--- config.mk ---
export PLATFORM = sky130hd
export DESIGN_NAME = pph_top
export DESIGN_NICKNAME = d
export VERILOG_FILES = /design/src/pph_top.v /design/src/pph_strobe_latch.v /design/src/pph_irq_ctrl.v
export VERILOG_INCLUDE_DIRS = /design/src /design/src/src
export SDC_FILE = /design/constraint.sdc
export NUM_CORES = 1
export LEC_CHECK = 0
export ABC_CLOCK_PERIOD_IN_PS = 2100
export BUFFER_PORTS_ARGS = -buffer_cell sky130_fd_sc_hd__buf_2
export CAP_MARGIN = 20
export CORE_MARGIN = 5
export CORE_UTILIZATION = 40
export DETAILED_ROUTE_END_ITERATION = 6
export GPL_TIMING_DRIVEN = 0
export PLACE_DENSITY_LB_ADDON = 0.25
export SYNTH_ARGS = -nofsm -noshare
export SYNTH_HDL_FRONTEND = slang
export SYNTH_HIERARCHICAL = 1
export SYNTH_SLANG_ARGS = --single-unit
--- constraint.sdc ---
create_clock -name ref_clk -period 2.1 [get_ports ref_clk]
set_clock_uncertainty 0.1 [all_clocks]
set_input_delay 0.21 -clock ref_clk [delete_from_list [all_inputs] [get_ports ref_clk]]
set_output_delay 0.21 -clock ref_clk [all_outputs]
set_load 0.02 [all_outputs]
--- src/pph_defines.vh ---
// Constants for the parallel port handshake configuration block
`ifndef PPH_DEFINES_VH
`define PPH_DEFINES_VH

// ************************************************************
// Register indices (byte address is four times the index)
// ************************************************************
`define PPH_IDX_PORT_A 8'hE4
`define PPH_IDX_PORT_B 8'hE5
`define PPH_IDX_PORT_C 8'hE6
`define PPH_IDX_CTRL 8'hE7
`define PPH_IDX_STATUS 8'hF0
`define PPH_IDX_MASK 8'hF1
`define PPH_ADDR_W 12

// ************************************************************
// Control word field positions
// ************************************************************
`define PPH_CW_MODE_SET 7
`define PPH_CW_A_BIDIR 6
`define PPH_CW_A_MODE1 5
`define PPH_CW_A_IN 4
`define PPH_CW_C_HI_IN 3
`define PPH_CW_B_MODE1 2
`define PPH_CW_B_IN 1
`define PPH_CW_C_LO_IN 0

// ************************************************************
// Port C handshake bit positions
// ************************************************************
`define PPH_PC_IRQ 0
`define PPH_PC_FULL 1
`define PPH_PC_LOAD 2
`define PPH_PC_INTE_B 2
`define PPH_PC_ACK 6

// ************************************************************
// Reset values
// ************************************************************
`define PPH_CW_RESET 8'h9B
`define PPH_BYTE_RESET 8'h00
`define PPH_EV_RESET 3'h0

// ************************************************************
// Interrupt event bit positions
// ************************************************************
`define PPH_EV_W 3
`define PPH_EV_LOADED 0
`define PPH_EV_OVERRUN 1
`define PPH_EV_ACK 2

`endif

--- src/pph_top.v ---
// Parallel port handshake block: APB registers, mode decode and pin control
// What this block does
// - Control bits 7,6 set make port A bidirectional
// - Bidirectional port A direction follows acknowledge input
// - Bidirectional, B not strobed: C0, C1 outputs only if bit3 zero
// - Bits 7,1 set, bit2 clear: B input
// - Bits 7 set, 2,1 clear: B latched output
// - Port C lines 3 to 7 general only when A mode 0
// - Bits 7,2,1 set, bit6 ignored: B strobed
// - Strobed B: C0 drives interrupt request
// - Strobed B: C1 drives input buffer full
// - Strobed B: C2 low strobe loads data
// - Port A mode 1 reserves C3 to C7
`timescale 1ns/1ps
`include "pph_defines.vh"

module pph_top (
   input wire ref_clk,
   input wire srst,
   // APB slave
   input wire psel,
   input wire penable,
   input wire pwrite,
   input wire [`PPH_ADDR_W-1:0] paddr,
   input wire [31:0] pwdata,
   input wire [3:0] pstrb,
   output reg [31:0] prdata_ff,
   output reg pready_ff,
   output reg pslverr_ff,
   // Port A pins
   input wire [7:0] pa_in,
   output reg [7:0] pa_out_ff,
   output reg [7:0] pa_oe_ff,
   // Port B pins
   input wire [7:0] pb_in,
   output reg [7:0] pb_out_ff,
   output reg [7:0] pb_oe_ff,
   // Port C pins, partly handshake lines
   input wire [7:0] pc_in,
   output reg [7:0] pc_out_ff,
   output reg [7:0] pc_oe_ff,
   // Interrupt
   output wire irq
);

   // ************************************************************
   // Address decode
   // ************************************************************
   wire [`PPH_ADDR_W-1:0] addr_port_a; // Byte address of port A data
   wire [`PPH_ADDR_W-1:0] addr_port_b; // Byte address of port B data
   wire [`PPH_ADDR_W-1:0] addr_port_c; // Byte address of port C data
   wire [`PPH_ADDR_W-1:0] addr_ctrl;   // Byte address of the control word
   wire [`PPH_ADDR_W-1:0] addr_status; // Byte address of the status
   wire [`PPH_ADDR_W-1:0] addr_mask;   // Byte address of the mask
   wire sel_a;      // Port A selected
   wire sel_b;      // Port B selected
   wire sel_c;      // Port C selected
   wire sel_ctrl;   // Control word selected
   wire sel_status; // Status selected
   wire sel_mask;   // Mask selected
   wire mapped;     // Any register selected

   assign addr_port_a = {2'b00, `PPH_IDX_PORT_A, 2'b00};
   assign addr_port_b = {2'b00, `PPH_IDX_PORT_B, 2'b00};
   assign addr_port_c = {2'b00, `PPH_IDX_PORT_C, 2'b00};
   assign addr_ctrl = {2'b00, `PPH_IDX_CTRL, 2'b00};
   assign addr_status = {2'b00, `PPH_IDX_STATUS, 2'b00};
   assign addr_mask = {2'b00, `PPH_IDX_MASK, 2'b00};

   assign sel_a = (paddr == addr_port_a);
   assign sel_b = (paddr == addr_port_b);
   assign sel_c = (paddr == addr_port_c);
   assign sel_ctrl = (paddr == addr_ctrl);
   assign sel_status = (paddr == addr_status);
   assign sel_mask = (paddr == addr_mask);
   assign mapped = sel_a | sel_b | sel_c | sel_ctrl | sel_status | sel_mask;

   // ************************************************************
   // APB handshake
   // ************************************************************
   wire acc_first; // First access cycle, read data is captured here
   wire acc_done;  // Completing edge of the transfer
   wire wr_go;     // Write takes effect
   wire wr_low;    // Write with the low byte lane enabled

   // One wait state so that read data comes from a flop
   assign acc_first = psel & penable & ~pready_ff;
   assign acc_done = psel & penable & pready_ff;
   assign wr_go = acc_done & pwrite & mapped;
   // Registers are eight bits wide and sit in byte lane zero
   assign wr_low = wr_go & pstrb[0];

   // ************************************************************
   // Control word and mode decode
   // ************************************************************
   reg [7:0] cw_ff;       // Current mode word
   wire a_bidir;          // Port A in mode 2
   wire a_mode1;          // Port A in mode 1
   wire a_mode0;          // Port A in basic mode
   wire b_strobed;        // Port B strobed input
   wire b_mode0_in;       // Port B basic input
   wire b_mode0_out;      // Port B basic latched output
   wire b_mode1_out;      // Port B mode 1 output, no handshake here
   wire cw_mode_wr;       // Mode set write
   wire cw_bit_wr;        // Single port C bit write

   // Bit 7 of the written byte picks mode set or port C bit write
   assign cw_mode_wr = wr_low & sel_ctrl & pwdata[`PPH_CW_MODE_SET];
   assign cw_bit_wr = wr_low & sel_ctrl & ~pwdata[`PPH_CW_MODE_SET];

   // Port A bidirectional whenever bit 6 is set, other bits ignored
   assign a_bidir = cw_ff[`PPH_CW_A_BIDIR];
   assign a_mode1 = ~cw_ff[`PPH_CW_A_BIDIR] & cw_ff[`PPH_CW_A_MODE1];
   assign a_mode0 = ~a_bidir & ~a_mode1;
   assign b_strobed = cw_ff[`PPH_CW_B_MODE1] & cw_ff[`PPH_CW_B_IN];
   assign b_mode0_in = ~cw_ff[`PPH_CW_B_MODE1] & cw_ff[`PPH_CW_B_IN];
   assign b_mode0_out = ~cw_ff[`PPH_CW_B_MODE1] & ~cw_ff[`PPH_CW_B_IN];
   assign b_mode1_out = cw_ff[`PPH_CW_B_MODE1] & ~cw_ff[`PPH_CW_B_IN];

   // Mode word; only writes with bit 7 set reach it
   always @(posedge ref_clk) begin
      if (srst) begin
         cw_ff <= `PPH_CW_RESET;
      end else if (cw_mode_wr) begin
         cw_ff <= pwdata[7:0];
      end
   end

   // ************************************************************
   // Output latches of the three ports
   // ************************************************************
   reg [7:0] pa_latch_ff; // Last byte written to port A
   reg [7:0] pb_latch_ff; // Last byte written to port B
   reg [7:0] pc_latch_ff; // Port C output and enable latch

   // Port A and B latches keep the last written byte
   always @(posedge ref_clk) begin
      if (srst) begin
         pa_latch_ff <= `PPH_BYTE_RESET;
         pb_latch_ff <= `PPH_BYTE_RESET;
      end else begin
         if (wr_low & sel_a) begin
            pa_latch_ff <= pwdata[7:0];
         end
         if (wr_low & sel_b) begin
            pb_latch_ff <= pwdata[7:0];
         end
      end
   end

   // Port C latch: whole byte write or single bit set and reset
   always @(posedge ref_clk) begin
      if (srst) begin
         pc_latch_ff <= `PPH_BYTE_RESET;
      end else if (wr_low & sel_c) begin
         pc_latch_ff <= pwdata[7:0];
      end else if (cw_bit_wr) begin
         // Bits 3..1 pick the line, bit 0 is its value
         pc_latch_ff[pwdata[3:1]] <= pwdata[0];
      end
   end

   // ************************************************************
   // Strobed input of port B
   // ************************************************************
   wire [7:0] pb_strobed_data; // Byte latched by the strobe
   wire pb_full;               // Input buffer full
   wire ev_loaded;             // Byte latched pulse
   wire ev_overrun;            // Byte overwritten pulse
   wire pb_read;               // Processor reads port B

   // Clear at the capture edge so a strobe in the same edge is kept
   assign pb_read = acc_first & ~pwrite & sel_b & b_strobed;

   // Strobe input is port C line 2 while port B is strobed
   pph_strobe_latch u_strobe (
      .ref_clk(ref_clk),
      .srst(srst),
      .enable(b_strobed),
      .load_strobe_n(pc_in[`PPH_PC_LOAD]),
      .pin_data(pb_in),
      .read_clr(pb_read),
      .data_ff(pb_strobed_data),
      .full_ff(pb_full),
      .loaded_ff(ev_loaded),
      .overrun_ff(ev_overrun)
   );

   // ************************************************************
   // Interrupt status
   // ************************************************************
   reg ack_prev_ff;                // Acknowledge level last cycle
   wire ev_ack;                    // Falling acknowledge in mode 2
   wire [`PPH_EV_W-1:0] events;    // Event pulses
   wire [`PPH_EV_W-1:0] status;    // Sticky status
   wire [`PPH_EV_W-1:0] mask;      // Interrupt mask
   wire port_b_interrupt_request;  // Port B request, enabled by its latch bit

   assign ev_ack = a_bidir & ack_prev_ff & ~pc_in[`PPH_PC_ACK];
   assign events = {ev_ack, ev_overrun, ev_loaded};
   // Request while full and the port B enable bit is set
   assign port_b_interrupt_request = pb_full & pc_latch_ff[`PPH_PC_INTE_B];

   // Previous acknowledge level; idles high
   always @(posedge ref_clk) begin
      if (srst) begin
         ack_prev_ff <= 1'b1;
      end else begin
         ack_prev_ff <= pc_in[`PPH_PC_ACK];
      end
   end

   pph_irq_ctrl u_irq (
      .ref_clk(ref_clk),
      .srst(srst),
      .events(events),
      .status_wr(wr_low & sel_status),
      .mask_wr(wr_low & sel_mask),
      .wdata(pwdata[`PPH_EV_W-1:0]),
      .status_ff(status),
      .mask_ff(mask),
      .irq_ff(irq)
   );

   // ************************************************************
   // Port A and B pin drive
   // ************************************************************
   // Pin drive is one cycle behind its cause, from flops
   always @(posedge ref_clk) begin
      if (srst) begin
         pa_out_ff <= `PPH_BYTE_RESET;
         pa_oe_ff <= `PPH_BYTE_RESET;
         pb_out_ff <= `PPH_BYTE_RESET;
         pb_oe_ff <= `PPH_BYTE_RESET;
      end else begin
         pa_out_ff <= pa_latch_ff;
         pb_out_ff <= pb_latch_ff;
         if (a_bidir) begin
            // Drive out only while acknowledge is low
            pa_oe_ff <= {8{~pc_in[`PPH_PC_ACK]}};
         end else begin
            pa_oe_ff <= {8{~cw_ff[`PPH_CW_A_IN]}};
         end
         // Basic or mode 1 output drives; inputs never drive
         pb_oe_ff <= {8{b_mode0_out | b_mode1_out}};
      end
   end

   // ************************************************************
   // Port C line control, one slice per line
   // ************************************************************
   wire [7:0] nxt_pc_out; // Next drive value per line
   wire [7:0] nxt_pc_oe;  // Next enable per line

   genvar gi;
   generate
      for (gi = 0; gi < 8; gi = gi + 1) begin : g_pc
         if (gi == `PPH_PC_IRQ) begin : g_irq
            // Line 0: request in strobed mode, else general
            assign nxt_pc_out[gi] = b_strobed ? port_b_interrupt_request : pc_latch_ff[gi];
            // Under mode 2 with port B not strobed the line drives only while bit 3 is zero
            assign nxt_pc_oe[gi] = b_strobed |
               (a_bidir ? ~cw_ff[`PPH_CW_C_HI_IN] : ~cw_ff[`PPH_CW_C_LO_IN]);
         end else if (gi == `PPH_PC_FULL) begin : g_full
            // Line 1: buffer full in strobed mode, else general
            assign nxt_pc_out[gi] = b_strobed ? pb_full : pc_latch_ff[gi];
            assign nxt_pc_oe[gi] = b_strobed |
               (a_bidir ? ~cw_ff[`PPH_CW_C_HI_IN] : ~cw_ff[`PPH_CW_C_LO_IN]);
         end else if (gi == `PPH_PC_LOAD) begin : g_load
            // Line 2: strobe input in strobed mode, never driven then
            assign nxt_pc_out[gi] = pc_latch_ff[gi];
            assign nxt_pc_oe[gi] = ~b_strobed & ~cw_ff[`PPH_CW_C_LO_IN];
         end else begin : g_hi
            // Lines 3..7: general only while port A is in basic mode
            assign nxt_pc_out[gi] = pc_latch_ff[gi];
            assign nxt_pc_oe[gi] = a_mode0 & ~cw_ff[`PPH_CW_C_HI_IN];
         end

         // Registered line drive
         always @(posedge ref_clk) begin
            if (srst) begin
               pc_out_ff[gi] <= 1'b0;
               pc_oe_ff[gi] <= 1'b0;
            end else begin
               pc_out_ff[gi] <= nxt_pc_out[gi];
               pc_oe_ff[gi] <= nxt_pc_oe[gi];
            end
         end
      end
   endgenerate

   // ************************************************************
   // Read data path
   // ************************************************************
   reg [7:0] rd_byte; // Selected register byte
   wire [7:0] pc_view; // Port C as seen by software

   // Driven lines read back the drive, others read the pins
   assign pc_view = (pc_oe_ff & pc_out_ff) | (~pc_oe_ff & pc_in);

   // Read multiplexer; the control word is write only and reads zero
   always @* begin
      rd_byte = 8'h00;
      if (sel_a) begin
         rd_byte = (a_bidir | cw_ff[`PPH_CW_A_IN]) ? pa_in : pa_latch_ff;
      end else if (sel_b) begin
         if (b_strobed) begin
            rd_byte = pb_strobed_data;
         end else if (b_mode0_in) begin
            rd_byte = pb_in;
         end else begin
            rd_byte = pb_latch_ff;
         end
      end else if (sel_c) begin
         rd_byte = pc_view;
      end else if (sel_status) begin
         rd_byte = {5'h00, status};
      end else if (sel_mask) begin
         rd_byte = {5'h00, mask};
      end else begin
         rd_byte = 8'h00;
      end
   end

   // Ready rises one cycle into the access phase, data and error with it
   always @(posedge ref_clk) begin
      if (srst) begin
         pready_ff <= 1'b0;
         prdata_ff <= 32'h00000000;
         pslverr_ff <= 1'b0;
      end else if (acc_first) begin
         pready_ff <= 1'b1;
         prdata_ff <= pwrite ? 32'h00000000 : {24'h000000, rd_byte};
         // Unmapped addresses answer with an error and no effect
         pslverr_ff <= ~mapped;
      end else begin
         pready_ff <= 1'b0;
         prdata_ff <= 32'h00000000;
         pslverr_ff <= 1'b0;
      end
   end

endmodule // pph_top

--- src/pph_strobe_latch.v ---
// Strobed input latch of port B with buffer full tracking
`timescale 1ns/1ps
`include "pph_defines.vh"

module pph_strobe_latch (
   input wire ref_clk,
   input wire srst,
   input wire enable,          // Port B is in strobed input mode
   input wire load_strobe_n,   // Strobe from the peripheral, active low
   input wire [7:0] pin_data,  // Port B pins
   input wire read_clr,        // Processor reads port B
   output reg [7:0] data_ff,   // Latched byte
   output reg full_ff,         // Input buffer full
   output reg loaded_ff,       // One-cycle pulse: a byte was latched
   output reg overrun_ff       // One-cycle pulse: latched while still full
);

   // ************************************************************
   // Strobe edge detection
   // ************************************************************
   reg ld_prev_ff; // Strobe seen last cycle
   wire ld_fall;   // Falling strobe edge

   // Pins are synchronous to ref_clk, so no synchroniser is needed
   assign ld_fall = enable & ld_prev_ff & ~load_strobe_n;

   // Previous strobe level; idles high
   always @(posedge ref_clk) begin
      if (srst) begin
         ld_prev_ff <= 1'b1;
      end else begin
         ld_prev_ff <= load_strobe_n;
      end
   end

   // ************************************************************
   // Data latch and buffer full flag
   // ************************************************************
   // Latch on the strobe's falling edge; a new byte beats a read clear
   always @(posedge ref_clk) begin
      if (srst) begin
         data_ff <= `PPH_BYTE_RESET;
         full_ff <= 1'b0;
         loaded_ff <= 1'b0;
         overrun_ff <= 1'b0;
      end else begin
         loaded_ff <= ld_fall;
         overrun_ff <= ld_fall & full_ff;
         if (ld_fall) begin
            // Set wins over the read clear in the same cycle
            data_ff <= pin_data;
            full_ff <= 1'b1;
         end else if (read_clr | ~enable) begin
            // Leaving the mode drops a stale full flag
            full_ff <= 1'b0;
         end
      end
   end

endmodule // pph_strobe_latch

--- src/pph_irq_ctrl.v ---
// Sticky interrupt status, mask and level interrupt output
`timescale 1ns/1ps
`include "pph_defines.vh"

module pph_irq_ctrl (
   input wire ref_clk,
   input wire srst,
   input wire [`PPH_EV_W-1:0] events,   // One-cycle event pulses
   input wire status_wr,                // Write one to clear strobe
   input wire mask_wr,                  // Mask write strobe
   input wire [`PPH_EV_W-1:0] wdata,    // Write data
   output reg [`PPH_EV_W-1:0] status_ff,
   output reg [`PPH_EV_W-1:0] mask_ff,
   output reg irq_ff                    // Level interrupt, active high
);

   // ************************************************************
   // Status, mask and interrupt level
   // ************************************************************
   wire [`PPH_EV_W-1:0] nxt_status; // Next sticky status

   // A new event always survives a clear in the same cycle
   assign nxt_status = (status_ff & ~({`PPH_EV_W{status_wr}} & wdata)) | events;

   // Status, mask and registered interrupt level
   always @(posedge ref_clk) begin
      if (srst) begin
         status_ff <= `PPH_EV_RESET;
         mask_ff <= `PPH_EV_RESET;
         irq_ff <= 1'b0;
      end else begin
         status_ff <= nxt_status;
         if (mask_wr) begin
            mask_ff <= wdata;
         end
         // One cycle behind status so the output comes from a flop
         irq_ff <= |(status_ff & mask_ff);
      end
   end

endmodule // pph_irq_ctrl

After elaboration in Yosys (flattened, before gate mapping)
Index checks and enable logic that the tools add are counted.

word-level totals
  bits in registers = 121
  input port bits = 77

cells by class
  eq/ne operators = 6
  bitwise operators = 64
  $lt $le $gt $ge = 2
  reductions and logical operators = 6
  multiplexer cells = 20

operators with widths
  cell                                                               count
  equality test 12 x 10 -> 1 bit, second input constant              6
  2-to-1 mux 8 bit                                                   9
  bitwise AND 1 bit                                                  31
  bitwise AND 8 bit                                                  2
  inverter 1 bit                                                     15
  bitwise AND 3 bit                                                  3
  OR 1 bit                                                           9
  bitwise mux 8 bit                                                  1
  inverter 8 bit                                                     1
  OR 8 bit                                                           1
  2-to-1 mux 1 bit                                                   7
  2-to-1 mux 3 bit                                                   2
  OR reduction 3 bit                                                 2
  < comparator 3 x 4 -> 1 bit, second input constant                 1
  nonzero test 2 bit                                                 2
  demux 1 bit (select 3 bit)                                         1
  greater-or-equal comparator 3 x 1 -> 1 bit, second input constant  1
  inverter 3 bit                                                     1
  OR 3 bit                                                           1
  OR reduction 2 bit                                                 1
  logical AND 1 bit                                                  1

Depth between registers and ports, before layout
  depth in word-level cells = 13
  mapped depth = 7
  depth with buffers taken out = 5

Cells and area by module
Netlist, hierarchy kept.

modules (own cells, without submodules)
  module            instances  cells an instance  area an instance (um^2)
  pph_top           1          368                3,460.8
  pph_strobe_latch  1          46                 493.0
  pph_irq_ctrl      1          21                 247.7

Least setup slack after synthesis
OpenSTA, ideal clock, no wires.

  kind = register to register
  start = register pready_ff
  end = register u_irq.mask_ff[0]
  arrival time = 1,733 ps
  slack = 153 ps
  period minus slack after synthesis = 1,947 ps
  stages on the path, launching flop included = 7
  library setup time = 114 ps
  required time = 1,886 ps
  cell sequence = dfxtp_1 and4_1 nand4_4 buf_6 nor3_1 mux2i_1 nor2_1

on the way
  longest elaborated chain between the ends = 5

RTL lines
  item                             RTL line           RTL
  from (decl)                      pph_top.v:28       output reg pready_ff,
  from (signal assigned)           pph_top.v:328      pready_ff <= 1'b0;
  from (signal assigned)           pph_top.v:332      pready_ff <= 1'b1;
  from (signal assigned)           pph_top.v:337      pready_ff <= 1'b0;
  bitwise AND 1 bit                pph_top.v:88       assign acc_done = psel & penable & pready_ff;
  bitwise AND 1 bit (2 in series)  pph_top.v:89       assign wr_go = acc_done & pwrite & mapped;
  bitwise AND 1 bit                pph_top.v:91       assign wr_low = wr_go & pstrb[0];
  bitwise AND 1 bit                pph_top.v:218      .mask_wr(wr_low & sel_mask),
  to (signal assigned)             pph_irq_ctrl.v:29  mask_ff <= `PPH_EV_RESET;
  to (signal assigned)             pph_irq_ctrl.v:34  mask_ff <= wdata;
  to (decl)                        pph_irq_ctrl.v:13  output reg [`PPH_EV_W-1:0] mask_ff,

No other way between the ends.
A chain may end at the register's enable or synchronous reset.

Worst setup path after layout
  start = register pready_ff
  end = register pc_latch_ff[6]

on the way
  longest elaborated chain between the ends = 7
  elaborated cells on any way between the ends = 9

RTL lines
  item                                 RTL line       RTL
  bitwise AND 1 bit (*)                pph_top.v:88
  bitwise AND 1 bit (*) (2 in series)  pph_top.v:89
  bitwise AND 1 bit (*)                pph_top.v:91
  bitwise AND 1 bit (2 in series)      pph_top.v:109  assign cw_bit_wr = wr_low & sel_ctrl & ~pwdata[`PPH_CW_MODE_SET];
  nonzero test 2 bit (no line)         -
  to (signal assigned)                 pph_top.v:154  pc_latch_ff <= `PPH_BYTE_RESET;
  to (signal assigned)                 pph_top.v:156  pc_latch_ff <= pwdata[7:0];
  to (signal, indexed assignment)      pph_top.v:159  pc_latch_ff[pwdata[3:1]] <= pwdata[0];
  to (decl)                            pph_top.v:134  reg [7:0] pc_latch_ff;

Every way passes the cells marked *; elsewhere a longest branch is shown, timed or not.

==> impl_results.md <==
* Status: finished clean
* TritonCTS Buffers at 9
* Area fraction of the dominant cell type after synthesis at 42.9%
* Clk_lat worst skew at 360 ps
* Worst slew margin at 56.3%
* Dpl hpwl at 8500 um
* Total track usage at 17.4%
* Slew Limit Fails at 0
* Setup Slack @ Placement at -375 ps
* DR vias/cell at 4.78
* Largest area contributor in the netlist: dfxtp_1
* Reg2reg end: pc_latch_ff[6]
* Row count at 37
* Min-Delay Startpoint: pb_in[5]
* Layout area overhead at 25.8%
* Post-route antenna net violation count at 0
* First-pass GRT wire length at 17400 um
* Yosys warnings at 6
* Critical Path RT at 2220 ps
* Critical R2R Launch: pready_ff
* CTS sink cnt at 90
* Die W at 112 um
* Routed wire per std cell at 15.6 um
* Most frequent cell after synthesis: dfxtp_1
* WHS Endpoint: u_strobe/data_ff[5]
* Initial antenna violation count at 0
* Yosys reg bits at 90
* Layout cells sized above 1 at 35.5%
* Flop2flop setup slack at 90 ps
* Gpl congestion at 0.828
* CP Capture Type: flip-flop
* Syn Area/Cell at 9.66 um^2
* Worst Setup Slack, final at 87.6 ps
* Sw frac at 23.7%
* Die footprint at 0.0127 mm^2
* Pin count of the biggest net entering global routing at 19
* Hold Violations, Final at 0
* Final setup fails at 0
* Violation count after the first detailed-route iteration at 182
* Top post-synthesis cells by area: dfxtp_1 43%, mux2i_1 12%, buf_4 7.9%
* Routed WL at 11200 um
* Nets@finish at 655
* Grt ovf at 0
* Cell depth of the worst hold path at 3
* DRC viols at 0
* Synth async-reset ratio at 0%
* Power density cells at 625 mW/mm^2
* Htree depth at 3
* Minimum clock period at 2010 ps
* Pleak at 2.30 nW
* R2R cell count at 6
* Fmax at 497 MHz
* Sequential share of the synthesized area at 42.9%
* Placeable Area at 0.0103 mm^2
* Tightest Pin Transition at 654 ps
* Sw power at 0.000783 W
* Clock Tree Root: clkbuf_8
* Number of global-route vias before repair at 3352
* Initial Utilization at 40.9%
* Top-level port count at 160
* Die height at 112 um
* First-pass DRT Iterations at 4
* Clock share of power at 40.1%
* Int Pwr at 0.00252 W
* Max Cap Violations at 0
* Antenna cells at 0
* Max Buffers Root-to-Sink at 2
* Dpl cells at 701
* Worst setup SP type: flip-flop
* Crit Path Max Fanout at 10
* Setup CP Type: reg2reg
* HP Class: in2reg
* CTS tree: yes
* Port Buffer Count at 107
* Reg clk slew, reported paths at 90 ps
* Layout Cells excl Fill at 719
* Distinct cell type count after synthesis at 53
* Peak VDD IR at 292 uV
* Reg power frac at 51.8%
* Synthesized instance count at 435
* Top cells by count, synth: 90 x dfxtp_1, 49 x mux2i_1, 46 x nor2_1
* DR vias at 3435
* Logic pwr share at 8.1%
* Post-synth EDFFs at 0
* Critical Path AT at 2140 ps
* Main synth FF type: dfxtp_1
* Period utilization at 95.8%
* Synthesized cell area at 0.00420 mm^2
-- flip-flops by register name, summed over array words and instances (netlist names), 3 cells and up --
register          count
pb_out_ff             8
pb_latch_ff           8
pa_latch_ff           8
pc_oe_ff              3
u_irq/status_ff       3
pc_out_ff             8
pa_out_ff             8
u_irq/mask_ff         3
cw_ff                 7
u_strobe/data_ff      8
pc_latch_ff           8
prdata_ff             8
-- cell families (layout without fill, tap and decap cells) --
group | Yosys count | in the layout | synth area share (%)
multiplexers | 62 | 62 | 15.2
buffers and inverters | 73 | 198 | 10.9
other | 1 | 24 | 0.0893
AND/OR/NAND/NOR | 156 | 156 | 21.8
AO/OA/AOI/OAI | 53 | 53 | 9.20
flip-flops | 90 | 90 | 42.9
-- placed cells by master (no fill, tap or decap), types with 10 or more instances in the layout --
cell	Yosys	routed
a21oi_1	13	13
buf_2	2	109
buf_4	44	44
clkbuf_1	16	15
clkbuf_8	0	10
conb_1	1	24
dfxtp_1	90	89
mux2_2	13	13
mux2i_1	49	49
nand2_1	14	14
nand2b_1	21	21
nor2_1	46	45
nor2b_1	25	25
-- worst max-delay path by stage --
stage | cells after the start | startpoint | endpoint | slack (ps)
6_report | 6 | pready_ff | pc_latch_ff[6] | 90
5_1_grt | 6 | pready_ff | pc_latch_ff[6] | -0.08
4_1_cts | 6 | pready_ff | u_irq/mask_ff[1] | 20
2_1_floorplan | 6 | pready_ff | u_irq/mask_ff[0] | 150
3_5_place_dp | 6 | paddr[1] | prdata_ff[2] | -380
3_3_place_gp | 6 | paddr[1] | prdata_ff[2] | -330
-- metal layers --
metal | track usage (%) | wire [um] | up-vias
met5 | 0 | 0 | -
li1 | - | - | 1732
met3 | 4.47 | 694 | 14
met4 | 5.69 | 155 | 0
met2 | 27.7 | 5100 | 121
met1 | 23.0 | 5300 | 1568
-- critical path: stages, from the launching register on --
cell and delay [ps]:
dfxtp_1 400, and4_1 260, nand4_4 200, buf_6 230, nor4_2 320, mux2i_1 270, a211oi_2 90
-- power groups by stage --
stage / Clock [W] / Combinational [W] / Sequential, W
after global routing: 0.00143 / 0.000289 / 0.00171
after floorplan: 0 / 0.000157 / 0.00175
final: 0.00132 / 0.000268 / 0.00171
after global placement: 0 / 0.000257 / 0.00175
after CTS: 0.00135 / 0.000265 / 0.00171
after detailed placement: 0 / 0.000260 / 0.00175
-- cell type report --
| cell class | count | area [um^2] |
|---|---|---|
| buffer | 64 | 423 |
| multi-input combinational | 295 | 2050 |
| sequential | 90 | 1800 |
| clock buffer | 10 | 138 |
| clock inverter | 6 | 90.1 |
| timing repair buffer | 110 | 576 |
| fill | 995 | 4990 |
| tap | 136 | 170 |
| inverter | 8 | 30.0 |
-- per-stage QoR --
step	power (W)	util (%)	instance area (um^2)	setup TNS [ps]	hold slack, ps
after detailed placement	0.00201	48.6	4990	-3370	323
after global routing	0.00343	51.4	5280	-0.0815	12.0
after CTS	0.00332	51.0	5250	0	11.2
after floorplan	0.00191	-	4290	0	182
final	0.00330	51.4	5280	0	30.3
after global placement	0.00201	48.6	4990	-2520	309
-- repair_timing --
action	in CTS	in global routing
pin swaps	0	2
gates resized for setup	3	4
endpoints found under the setup margin	4	15
hold buffers	2	0
endpoints found under the hold margin	2	0
buffers inserted	0	1
No activity file was read; power rests on OpenSTA's default activity.
